--- src/tgm_cfg.svh ---
// tgm_cfg.svh: offsets, field positions, reset values and timing counts for the mac client controller
`ifndef TGM_CFG_SVH
`define TGM_CFG_SVH

// =====================================================
// register offsets (byte addresses on apb)
`define TGM_OFF_CTRL 12'h000
`define TGM_OFF_IFG 12'h004
`define TGM_OFF_PAUSE 12'h008
`define TGM_OFF_PFC 12'h00c
`define TGM_OFF_STATUS 12'h010
`define TGM_OFF_TXWORD_LO 12'h014
`define TGM_OFF_TXWORD_HI 12'h018
`define TGM_OFF_TXCMD 12'h01c
`define TGM_OFF_RXCNT 12'h020
`define TGM_OFF_RXLAST 12'h024

// =====================================================
// control register fields
`define TGM_CTRL_TXRST 0
`define TGM_CTRL_RXRST 1
`define TGM_CTRL_BACKPLANE 2
`define TGM_CTRL_NARROW 3
`define TGM_CTRL_RESET 32'h0000_0003

// tx command fields
`define TGM_CMD_LAST 8
`define TGM_CMD_UNDERRUN 9
`define TGM_CMD_KEEP_MSB 7

// =====================================================
// timing and widths
`define TGM_DATA_W 64
`define TGM_KEEP_W 8
`define TGM_PRIO_N 8
`define TGM_PAUSE_W 16
`define TGM_IFG_RESET 8'h00
`define TGM_PFC_HOLD_NS 20
`define TGM_CLK_NS 5
`define TGM_PFC_HOLD_CYC ((`TGM_PFC_HOLD_NS + `TGM_CLK_NS - 1) / `TGM_CLK_NS)

`endif

--- src/tgm_pkg.sv ---
// tgm_pkg.sv: types for the mac client controller
package tgm_pkg;

	// =====================================================
	// transmit beat toward the mac
	typedef struct packed {
		logic [63:0] data;
		logic [7:0] keep;
		logic last;
		logic [0:0] user;
	} tgm_tx_beat_type;

	// receive beat from the mac
	typedef struct packed {
		logic [63:0] data;
		logic [7:0] keep;
		logic last;
		logic user;
	} tgm_rx_beat_type;

	// transmit sequencer states
	typedef enum logic [1:0] {
		TGM_TX_IDLE,
		TGM_TX_SEND
	} tgm_tx_state_type;

endpackage

--- src/tgm_ctrl.sv ---
// tgm_ctrl.sv: apb-programmed client controller driving a 10g ethernet mac's client ports
// Function
// [RQ1] narrow option: 32-bit data, 4-bit keep
// [RQ2] client drives per-byte keep with data
// [RQ3] transmit path has own active-low reset
// [RQ4] receive path has separate active-low reset
// [RQ5] one-bit tx user flags explicit underrun
// [RQ6] timestamping widens tx user to 128
// [RQ7] 8-bit gap adjustment sets inter-packet gap
// [RQ8] client marks last beat of packet
// [RQ9] mac ready acknowledges transfer start
// [RQ10] rx user: 0 bad, 1 good
// [RQ11] mac marks last beat of packet
// [RQ12] pause valid makes mac send pause
// [RQ13] pause value presented while valid high
// [RQ14] priority ports exist only when configured; this controller always builds all eight
// [RQ15] eight per-priority pause outputs from mac
// [RQ16] quanta count only after fifo acknowledge
// [RQ17] unused priority acknowledge held high
// [RQ18] priority request makes mac send pfc
// [RQ19] signal present is nor of presence, loss
// [RQ20] client watches tx fault, resets design
// [RQ21] backplane: present 1, fault 0, off open
// [RQ22] beat moves on valid and ready
`include "tgm_cfg.svh"
module tgm_ctrl import tgm_pkg::*; (
	// apb slave
	input wire logic pclk,
	input wire logic presetn,
	input wire logic psel,
	input wire logic penable,
	input wire logic pwrite,
	input wire logic [11:0] paddr,
	input wire logic [31:0] pwdata,
	output logic [31:0] prdata,
	output logic pready,
	output logic pslverr,
	// stream resets toward the mac
	output logic tx_stream_resetn,
	output logic rx_stream_resetn,
	// transmit stream toward the mac
	output tgm_tx_beat_type tx_beat,
	output logic tx_valid,
	input wire logic tx_ready,
	output logic [7:0] tx_gap_adjust,
	// receive stream from the mac
	input wire tgm_rx_beat_type rx_beat,
	input wire logic rx_valid,
	// 802.3 pause request
	output logic pause_valid,
	output logic [15:0] pause_value,
	// priority flow control
	input wire logic [7:0] priority_pause_out_valid,
	output logic [7:0] priority_pause_out_ack,
	output logic [7:0] priority_pause_send_request,
	// optical module side
	input wire logic module_presence_line,
	input wire logic loss_of_light,
	input wire logic module_tx_fault,
	output logic signal_present,
	output logic fault_seen
);

	// =====================================================
	// registers
	logic [31:0] ctrl; // reset bits, backplane, narrow
	logic [7:0] ifg; // gap adjustment
	logic [15:0] pause_val; // pause quanta
	logic [7:0] pfc_req; // priority requests from software
	logic [7:0] pfc_ack_en; // priorities acknowledged at once instead of by the fifo
	logic [63:0] tx_word; // staged transmit word
	logic [15:0] rx_good_cnt; // good packets seen
	logic [15:0] rx_bad_cnt; // bad packets seen
	logic rx_last_good; // status of last packet
	logic pause_busy; // pause request held
	logic fault_flag; // sticky transmit fault
	logic [7:0] pfc_seen; // sticky priority pause seen
	tgm_tx_state_type tx_state;

	// synchronised pin levels
	logic [2:0] pins_sync;
	logic [7:0] pfc_in_sync;

	// =====================================================
	// pin synchronisers
	tgm_sync #(.WIDTH(3)) u_pin_sync (
		.pclk(pclk),
		.presetn(presetn),
		.async_in({module_tx_fault, loss_of_light, module_presence_line}),
		.sync_out(pins_sync)
	);
	tgm_sync #(.WIDTH(8)) u_pfc_sync (
		.pclk(pclk),
		.presetn(presetn),
		.async_in(priority_pause_out_valid),
		.sync_out(pfc_in_sync)
	);

	// =====================================================
	// apb decode
	wire logic setup_w = psel && !penable;
	wire logic access_w = psel && penable;
	wire logic wr_w = access_w && pwrite;
	wire logic hit_ctrl = paddr == `TGM_OFF_CTRL;
	wire logic hit_ifg = paddr == `TGM_OFF_IFG;
	wire logic hit_pause = paddr == `TGM_OFF_PAUSE;
	wire logic hit_pfc = paddr == `TGM_OFF_PFC;
	wire logic hit_stat = paddr == `TGM_OFF_STATUS;
	wire logic hit_lo = paddr == `TGM_OFF_TXWORD_LO;
	wire logic hit_hi = paddr == `TGM_OFF_TXWORD_HI;
	wire logic hit_cmd = paddr == `TGM_OFF_TXCMD;
	wire logic hit_cnt = paddr == `TGM_OFF_RXCNT;
	wire logic hit_last = paddr == `TGM_OFF_RXLAST;
	wire logic hit_any = hit_ctrl | hit_ifg | hit_pause | hit_pfc | hit_stat | hit_lo | hit_hi | hit_cmd
		| hit_cnt | hit_last;
	// a command write is stalled while a beat is still waiting for ready
	wire logic cmd_stall = hit_cmd && pwrite && (tx_state == TGM_TX_SEND);
	wire logic cmd_go = wr_w && hit_cmd && !cmd_stall;
	wire logic pause_done = pause_busy; // one-cycle pulse, cleared the next cycle with no acknowledge from the mac

	assign pready = access_w ? !cmd_stall : 1'b0;
	assign pslverr = access_w && !hit_any;

	// status word seen by software
	wire logic [31:0] status_w = {8'h00, pfc_seen, 8'h00, 3'h0, rx_last_good, pause_busy,
		(tx_state == TGM_TX_SEND), fault_flag, signal_present};

	// read mux
	wire logic [31:0] rd_w = hit_ctrl ? ctrl
		: hit_ifg ? {24'h0, ifg}
		: hit_pause ? {16'h0, pause_val}
		: hit_pfc ? {16'h0, pfc_ack_en, pfc_req}
		: hit_stat ? status_w
		: hit_lo ? tx_word[31:0]
		: hit_hi ? tx_word[63:32]
		: hit_cnt ? {rx_bad_cnt, rx_good_cnt}
		: hit_last ? {31'h0, rx_last_good}
		: 32'h0;

	// read data register, loaded in setup
	always_ff @(posedge pclk or negedge presetn) begin
		if (!presetn) begin
			prdata <= 32'h0;
		end else if (setup_w) begin
			prdata <= rd_w;
		end
	end

	// =====================================================
	// control and configuration writes
	always_ff @(posedge pclk or negedge presetn) begin
		if (!presetn) begin
			ctrl <= `TGM_CTRL_RESET;
			ifg <= `TGM_IFG_RESET;
			pause_val <= 16'h0;
			pfc_ack_en <= 8'hff;
			tx_word <= 64'h0;
		end else begin
			if (wr_w && hit_ctrl) ctrl <= {28'h0, pwdata[3:0]};
			if (wr_w && hit_ifg) ifg <= pwdata[7:0]; // see [RQ7]
			if (wr_w && hit_pause) pause_val <= pwdata[15:0];
			if (wr_w && hit_pfc) pfc_ack_en <= pwdata[15:8];
			if (wr_w && hit_lo) tx_word[31:0] <= pwdata;
			if (wr_w && hit_hi) tx_word[63:32] <= pwdata;
		end
	end

	// separate stream resets, released by software
	assign tx_stream_resetn = !ctrl[`TGM_CTRL_TXRST] && !fault_flag; // see [RQ3] see [RQ20]
	assign rx_stream_resetn = !ctrl[`TGM_CTRL_RXRST]; // see [RQ4]
	assign tx_gap_adjust = ifg;

	// =====================================================
	// transmit sequencer: one beat per command write
	wire logic beat_done = tx_valid && tx_ready; // see [RQ22] see [RQ9]
	wire logic narrow_w = ctrl[`TGM_CTRL_NARROW];
	// narrow datapath only uses the low four keep bits
	wire logic [7:0] keep_w = narrow_w ? {4'h0, pwdata[3:0]} : pwdata[7:0]; // see [RQ1] see [RQ2]

	always_ff @(posedge pclk or negedge presetn) begin
		if (!presetn) begin
			tx_state <= TGM_TX_IDLE;
			tx_beat <= '0;
		end else begin
			case (tx_state)
				TGM_TX_IDLE: begin
					if (cmd_go && tx_stream_resetn) begin
						tx_beat.data <= narrow_w ? {32'h0, tx_word[31:0]} : tx_word;
						tx_beat.keep <= keep_w;
						tx_beat.last <= pwdata[`TGM_CMD_LAST]; // see [RQ8]
						// no timestamping here, so the user sideband stays one bit wide
						tx_beat.user <= pwdata[`TGM_CMD_UNDERRUN]; // see [RQ5] see [RQ6]
						tx_state <= TGM_TX_SEND;
					end
				end
				TGM_TX_SEND: begin
					if (beat_done || !tx_stream_resetn) tx_state <= TGM_TX_IDLE;
				end
				default: tx_state <= TGM_TX_IDLE;
			endcase
		end
	end
	assign tx_valid = (tx_state == TGM_TX_SEND);

	// =====================================================
	// 802.3 pause: one-cycle request holding the value
	always_ff @(posedge pclk or negedge presetn) begin
		if (!presetn) begin
			pause_busy <= 1'b0;
			pause_value <= 16'h0;
		end else if (wr_w && hit_stat && pwdata[0] && !pause_busy) begin
			pause_busy <= 1'b1; // see [RQ12]
			pause_value <= pause_val; // see [RQ13]
		end else if (pause_done) begin
			pause_busy <= 1'b0;
		end
	end
	assign pause_valid = pause_busy;

	// =====================================================
	// priority flow control: requests held a few cycles each
	genvar g;
	generate // every priority port is always built in this controller; see [RQ14]
		for (g = 0; g < 8; g++) begin : g_prio
			logic [3:0] hold; // cycles left on this request
			logic seen; // sticky pause seen for this priority
			wire logic start_w = wr_w && hit_pfc && pwdata[g];
			always_ff @(posedge pclk or negedge presetn) begin
				if (!presetn) begin
					hold <= 4'h0;
				end else if (start_w) begin
					hold <= 4'(`TGM_PFC_HOLD_CYC); // see [RQ18]
				end else if (hold != 4'h0) begin
					hold <= hold - 4'h1;
				end
			end
			assign priority_pause_send_request[g] = hold != 4'h0;
			assign pfc_req[g] = priority_pause_send_request[g];
			// unused priorities acknowledge at once so quanta expire
			assign priority_pause_out_ack[g] = pfc_ack_en[g] ? 1'b1 : pfc_in_sync[g]; // see [RQ17] see [RQ16]
			// sticky seen, set wins over clear
			always_ff @(posedge pclk or negedge presetn) begin
				if (!presetn) begin
					seen <= 1'b0;
				end else if (pfc_in_sync[g]) begin
					seen <= 1'b1; // see [RQ15]
				end else if (wr_w && hit_stat && pwdata[16 + g]) begin
					seen <= 1'b0;
				end
			end
			assign pfc_seen[g] = seen;
		end
	endgenerate

	// =====================================================
	// receive side counters, always ready
	wire logic rx_end = rx_valid && rx_beat.last && rx_stream_resetn; // see [RQ11] see [RQ22]
	always_ff @(posedge pclk or negedge presetn) begin
		if (!presetn) begin
			rx_good_cnt <= 16'h0;
			rx_bad_cnt <= 16'h0;
			rx_last_good <= 1'b0;
		end else if (rx_end) begin
			rx_last_good <= rx_beat.user; // see [RQ10]
			if (rx_beat.user) rx_good_cnt <= rx_good_cnt + 16'h1;
			else rx_bad_cnt <= rx_bad_cnt + 16'h1;
		end
	end

	// =====================================================
	// optical module: present = nor(presence, loss) or forced in backplane
	assign signal_present = ctrl[`TGM_CTRL_BACKPLANE] ? 1'b1 : !(pins_sync[0] | pins_sync[1]); // see [RQ19] see [RQ21]

	// sticky fault, set wins over software clear
	always_ff @(posedge pclk or negedge presetn) begin
		if (!presetn) begin
			fault_flag <= 1'b0;
		end else if (pins_sync[2] && !ctrl[`TGM_CTRL_BACKPLANE]) begin
			fault_flag <= 1'b1; // see [RQ20]
		end else if (wr_w && hit_stat && pwdata[1]) begin
			fault_flag <= 1'b0;
		end
	end
	assign fault_seen = fault_flag;

	// =====================================================
	// checks
	chk_tx_hold: assert property (@(posedge pclk) disable iff (!presetn)
		tx_valid && !tx_ready && tx_stream_resetn |=> tx_valid && $stable(tx_beat)) // see [RQ22]
		else $error("tx beat changed before ready");
	chk_pause_pulse: assert property (@(posedge pclk) disable iff (!presetn)
		pause_valid |=> !pause_valid) // see [RQ12]
		else $error("pause request held too long");
	chk_pause_value: assert property (@(posedge pclk) disable iff (!presetn)
		pause_valid |-> pause_value == pause_val) // see [RQ13]
		else $error("pause value differs from register");
	chk_pfc_len: assert property (@(posedge pclk) disable iff (!presetn)
		$rose(priority_pause_send_request[0]) |-> priority_pause_send_request[0] [*4] ##1
		!priority_pause_send_request[0]) // see [RQ18]
		else $error("priority request length wrong");
	chk_fault_reset: assert property (@(posedge pclk) disable iff (!presetn)
		$rose(fault_flag) |-> !tx_stream_resetn ##1 !tx_valid) // see [RQ20] see [RQ3]
		else $error("fault did not hold tx in reset");
	chk_signal_nor: assert property (@(posedge pclk) disable iff (!presetn)
		!ctrl[`TGM_CTRL_BACKPLANE] && pins_sync[1] |-> !signal_present) // see [RQ19]
		else $error("signal present with loss of light");
	chk_rx_count: assert property (@(posedge pclk) disable iff (!presetn)
		rx_end && rx_beat.user |=> rx_good_cnt == $past(rx_good_cnt) + 16'h1) // see [RQ10]
		else $error("good packet not counted");
	chk_ack_unused: assert property (@(posedge pclk) disable iff (!presetn)
		pfc_ack_en[3] |-> priority_pause_out_ack[3]) // see [RQ17]
		else $error("unused acknowledge not high");
	chk_narrow_keep: assert property (@(posedge pclk) disable iff (!presetn)
		tx_state == TGM_TX_IDLE && cmd_go && tx_stream_resetn && narrow_w |=>
		tx_valid && tx_beat.keep[7:4] == 4'h0 && tx_beat.data[63:32] == 32'h0) // see [RQ1]
		else $error("narrow beat upper lanes set");
	cov_tx_last: cover property (@(posedge pclk) beat_done && tx_beat.last);
	cov_pause: cover property (@(posedge pclk) pause_valid);
	cov_rx_bad: cover property (@(posedge pclk) rx_end && !rx_beat.user);
	cov_pfc_in: cover property (@(posedge pclk) $rose(pfc_seen[7]));

endmodule

--- src/tgm_sync.sv ---
// tgm_sync.sv: two-flop synchroniser for a group of asynchronous pin levels
module tgm_sync import tgm_pkg::*; #(
	parameter int WIDTH = 1
) (
	// clock and reset
	input wire logic pclk,
	input wire logic presetn,
	// levels
	input wire logic [WIDTH-1:0] async_in,
	output logic [WIDTH-1:0] sync_out
);

	// first stage, read only by the second
	logic [WIDTH-1:0] meta;

	// =====================================================
	// two flops in series
	always_ff @(posedge pclk or negedge presetn) begin
		if (!presetn) begin
			meta <= '0;
			sync_out <= '0;
		end else begin
			meta <= async_in;
			sync_out <= meta;
		end
	end

endmodule
--- config.mk ---
export PLATFORM = sky130hd
export DESIGN_NAME = tgm_ctrl
export DESIGN_NICKNAME = d
export VERILOG_FILES = /design/src/tgm_pkg.sv /design/src/tgm_ctrl.sv /design/src/tgm_sync.sv
export VERILOG_INCLUDE_DIRS = /design/src
export SDC_FILE = /design/constraint.sdc
export NUM_CORES = 1
export LEC_CHECK = 0
export ABC_AREA = 1
export BUFFER_PORTS_ARGS = -buffer_cell sky130_fd_sc_hd__buf_4
export CAP_MARGIN = 40
export CORE_MARGIN = 2
export CORE_UTILIZATION = 50
export CTS_BUF_LIST = sky130_fd_sc_hd__clkbuf_4 sky130_fd_sc_hd__clkbuf_8 sky130_fd_sc_hd__clkbuf_16
export CTS_CLUSTER_DIAMETER = 30
export DETAILED_ROUTE_END_ITERATION = 10
export HOLD_SLACK_MARGIN = 0.08
export PLACE_DENSITY = 0.74
export SYNTH_ARGS = -nofsm -noshare
export SYNTH_HDL_FRONTEND = slang
export SYNTH_SLANG_ARGS = --single-unit
--- constraint.sdc ---
create_clock -name pclk -period 3.6 [get_ports pclk]
set_clock_uncertainty 0.1 [all_clocks]
set_input_delay 0.54 -clock pclk [delete_from_list [all_inputs] [get_ports pclk]]
set_output_delay 0.54 -clock pclk [all_outputs]
set_load 0.01 [all_outputs]
Word level (Yosys, flattened, before mapping) --
Cells that the tools add are included. W data, S select, Z words.
Storage, ports and cells: output and inout bits 154, input port bits 136, flip-flop bits (word level) 321, memories 0, memory bits (read-only) 0, RAM bits 0, latch bits 0
Operators by class: bitwise gates (word level) 11, order comparisons 0, multipliers 0, add/sub/neg operators 10, shifts and indexed selects 0, multiplexer cells 59, reduce and logical (&&, ||, !) cells 82, div/mod/pow operators 0, equality and inequality tests 12
Operators with widths (number):
- $mux W32 | 8
- $mux W4 | 16
- $mux W64 | 1
- $eq A12 B5 Y1 const B | 4
- $logic_and A1 B1 Y1 | 40
- $reduce_bool A2 Y1 | 17
- $add A16 B1 Y16 const B | 2
- $reduce_bool A4 Y1 | 8
- $sub A4 B1 Y4 const B | 8
- $mux W1 | 30
- $eq A12 B4 Y1 const B | 2
- $eq A12 B6 Y1 const B | 2
- $eq A12 B3 Y1 const B | 1
- $logic_not A12 Y1 | 1
- $logic_not A1 Y1 | 10
- $or A1 B1 Y1 | 10
- $mux W8 | 1
- $reduce_and A2 Y1 | 4
- $mux W2 | 2
- $pmux W2 S2 | 1
- $eq A2 B1 Y1 const B | 1
- $logic_not A2 Y1 | 1
- $ne A2 B1 Y1 const B | 1
- $ne A2 B2 Y1 const B | 1
- 2 further kinds | 2

Depth between registers and ports, before layout --
depth in word-level cells 12, depth in mapped cells 14

Modules after synthesis --
A second synthesis with hierarchy kept.
Unflattened totals: cells, all modules 1531, area total of the unflattened synthesis 13872.1 um^2
By module, submodules not included:
- tgm_ctrl | area each 13321.5 um^2, cells an instance 1509, seq. area each 7469.7 um^2, times used 1
- tgm_sync at u_pfc_sync | area each 400.4 um^2, cells an instance 16, seq. area each 400.4 um^2, times used 1
- tgm_sync at u_pin_sync | area each 150.1 um^2, cells an instance 6, seq. area each 150.1 um^2, times used 1

Worst setup path after synthesis --
OpenSTA, ideal clock, no wires.
kind in2out, start input paddr[8], end output pslverr, required time 2.960 ns, stages 8, slack 1.287 ns, arrival 1.673 ns, cells stage by stage inv_2 nand2_1 nor2_8 nand2_4 inv_2 nand2_2 clkinv_1 nor4_1
Between the ends: cells in the longest elaborated chain, start to end 12, elaborated cells between the ends (all ways) 21, those cells by class 9 x eq/ne; 9 x bitwise; 3 x reduce/logical
RTL lines:
- start: declaration | line tgm_ctrl.sv:33 | input wire logic [11:0] paddr,
- $eq A12 B3 Y1 (no line) / $logic_not A12 Y1 (equally long branches)
- $or A1 B1 Y1 (7 in a row) | line tgm_ctrl.sv:114 | wire logic hit_any = hit_ctrl | hit_ifg | hit_pause | hit_pfc | hit_stat | hit_lo | hit_hi | hit_cmd
- $or A1 B1 Y1 | line tgm_ctrl.sv:115 | | hit_cnt | hit_last;
- $or A1 B1 Y1 * | line tgm_ctrl.sv:115
- $logic_not A1 Y1 * | line tgm_ctrl.sv:122 | assign pslverr = access_w && !hit_any;
- $logic_and A1 B1 Y1 * | line tgm_ctrl.sv:122
- end: declaration | line tgm_ctrl.sv:37 | output logic pslverr,
Every way passes the cells marked *; elsewhere a longest branch is shown, timed or not.

Worst setup path in the final report --
start input paddr[2], end output pslverr
Same word-level chain as after synthesis.

==> results.md <==
* Run status: complete, no violations
* Reg2reg start: fault_seen
* Starting Density at 50.5%
* Num CTS Buffers at 66
* Hold WC Path Type: in -> reg
* Arrival time worst endpoint at 2.38 ns
* X dimension of the die at 171 um
* Crit path max-delay family: simple AND/OR/NAND/NOR gates
* Vias in the first global route at 11500
* Synth Area in Compound Gates at 11.0%
* Post-DP HPWL at 25.9 mm
* Critical Setup Path Class: in -> out
* Drt drc at 0
* Vias at 11600
* Post-Syn Instances at 1530
* CORE AREA at 27600 sq um
* Final WL at 38.3 mm
* Largest net degree at the start of global routing at 90
* Global route overflow at 0
* CTS max path bufs at 3
* Peak Freq at 0.331 GHz
* Fin area at 18600 sq um
* Maxcap violations at 0
* # clock sinks at 320
* Global-route wire length before repair at 60.3 mm
* Vias per inst at 5.23
* HP Start: pwdata[1]
* CTS clk-pin slew, worst paths at 0.05 ns
* CP max stage cell: nor4_1
* Period utilization at 84.0%
* Setup Viol. Count Final at 0
* Post-Syn Area per Cell at 9.11 sq um
* GRT Total Usage at 26.6%
* Worst Setup Start Kind: input pin
* Initial antenna violation count at 0
* Max Slew Vio Count at 0
* CP bufs+invs at 5
* Adder-cell share of the synthesized area at 1.26%
* CTS Hold Buffers Added at 13
* Post-synth EDFFs at 0
* Main synth FF type: dfrtp_1
* Share of cells above drive strength 1 at 23.1%
* Worst-Skew Late Latency at 0.56 ns
* # diodes at 0
* RSZ-0062 raised after global routing: false
* Library cells used by synthesis at 43
* Critical Path Start: paddr[2]
* Total power at 11.9 mW
* Cell Area, Placed at 16000 sq um
* Synthesized area at 13900 sq um
* TritonRoute pass-1 iters at 5
* Leak pwr at 9.39 nW
* Setup Buffers After CTS at 0
* Main combinational cell family by area after synthesis: simple AND/OR/NAND/NOR gates
* Critical path peak fanout at 12
* Area grow syn2layout at 33.3%
* CP endpoint kind: output port
* Asr flop ratio synth at 100%
* Synth warn at 0
* Mux contribution to synthesized area at 2.26%
* # rows at 61
* Buffers on Ports at 217
* Simple-gate portion of the synthesized area at 18.9%
* Cts repair resizes at 0
* Setup TNS at 0 ns
* Slew headroom at 53.6%
* Final ANT Viol Nets at 0
* Maximum vdd ir drop at 434 uV
* Crit-path cells: buf_4 > inv_1 > nor2_1 > nand2_1 > inv_1 > nand2_1 > inv_2 > nor4_1 > buf_4
* Pre-CTS setup slack at 0.598 ns
* DIE HEIGHT at 171 um
* Most frequent cells in the layout: nand2_1 (406), dfrtp_1 (310), buf_4 (230)
* Num ports at 290
* XOR/XNOR Fraction of Synth Area at 2.45%
* Cell Pwr Density at 641 nW/um^2
* Slowest cell delay on critical path at 0.53 ns
* Final Hold Viols at 0
* DR iter-0 viols at 843
* Syn nets at 1680
* Final worst slack at 0.576 ns
* H-tree depth at 3
* Yosys reg bits at 320
* Most common cell after layout, fill and taps aside: nand2_1
* Gpl congestion at 0.844
* Register area share after synthesis at 57.5%
* Period minus WS final at 3.02 ns
* Root Driver: clkbuf_16
* TritonCTS clock tree: done
* Final net count at 1946
* Slew @ Worst Pin at 0.695 ns
* Routed wire per std cell at 17.2 um
* DIE AREA at 29200 sq um
* Worst Path Required at 2.96 ns
==> worst paths after layout <==
path / end / slack, ns / cells after the start
max: pslverr / 0.58 / 9
min: g_prio[1].hold[2] / 0.15 / 3
max reg2reg: tx_beat[41] / 1.16 / 4
min reg2reg: u_pfc_sync.sync_out[6] / 0.24 / 0
max in group asynchronous: prdata[29] / 1.84 / 3
min in group asynchronous: pause_value[11] / 0.48 / 2
==> state kept, by name (all words and copies together), names as in the netlist, 3 cells and up <==
name and cells:
tx_beat 74, tx_word 64, g_prio.hold 32, prdata 32
pause_val 16, pause_value 16, rx_bad_cnt 16, rx_good_cnt 16
g_prio.seen 8, pfc_ack_en 8, tx_gap_adjust 8, u_pfc_sync.meta 8
u_pfc_sync.sync_out 8, ctrl 4, u_pin_sync.meta 3, u_pin_sync.sync_out 3
==> metal layers <==
metal	vias up	GRT usage [%]	share of wire (%)
met5	-	0	0
met4	0	11.5	3.6
met3	91	5.48	6.7
met2	422	43.9	49
met1	5644	34.1	41
li1	5489	-	-
==> through the flow <==
stage	hold WS [ns]	cells	util, %
6_report	0.153	2228	67.3
5_1_grt	0.173	2228	67.3
4_1_cts	0.126	2228	67.3
3_5_place_dp	0.236	2093	58.1
3_3_place_gp	0.233	2092	58.0
2_1_floorplan	0.144	1530	-
==> logic make-up (layout without fill, tap and decap cells) <==
logic type,after synthesis,in the layout
and+or+nand+nor,612,612
muxes,28,28
DFF,320,320
buffers and inverters,234,554
xor gates and xnor gates,39,39
adders and majority gates,14,14
AOI/OAI and AO/OA,283,283
==> worst min-delay path, delay by kind of cell <==
family	cells	cell delay, ns
AOI/OAI and AO/OA	1	0.07
buffers and inverters	1	0.10
and+or+nand+nor	1	0.06
==> final cells by class <==
class | instances | area (sq um)
well taps | 378 | 473
inverters | 183 | 687
multi-input cells | 976 | 5010
flip-flops and latches | 320 | 8020
clock inverters | 45 | 633
fillers | 2163 | 9030
clock buffers | 77 | 1790
repair buffers | 249 | 1980
==> cell usage after synthesis (2+ instances only) <==
cell | count | area (sq um)
nand2_1 | 406 | 1520
dfrtp_1 | 310 | 7760
inv_1 | 169 | 634
o21ai_0 | 164 | 821
nand3_1 | 70 | 350
nor2_1 | 70 | 263
o21ai_1 | 62 | 310
xor2_1 | 29 | 254
clkbuf_1 | 27 | 101
mux2_1 | 27 | 304
o211ai_1 | 23 | 173
buf_2 | 21 | 105
a21oi_1 | 16 | 80.1
nor2_2 | 15 | 93.8
ha_1 | 14 | 175
inv_2 | 11 | 41.3
dfstp_2 | 10 | 263
xnor2_1 | 10 | 87.6
nand4_1 | 8 | 50.1
nor3_1 | 8 | 40.0
or2_2 | 8 | 50.1
a221oi_1 | 7 | 61.3
nor2_4 | 7 | 78.8
o31ai_1 | 6 | 45.0
nand2_2 | 5 | 31.3
clkinv_1 | 3 | 11.3
nand3_2 | 3 | 30.0
buf_4 | 2 | 15.0
nand2_4 | 2 | 22.5
nand3b_1 | 2 | 15.0
nor3_2 | 2 | 20.0
nor4_1 | 2 | 12.5
==> power breakdown <==
group	leakage, nW	internal (mW)	switching (mW)
clock	1.17	4.47	2.07
sequential	4.20	3.88	0.187
combinational	4.01	0.525	0.788
No activity file was read; power rests on OpenSTA's default activity.
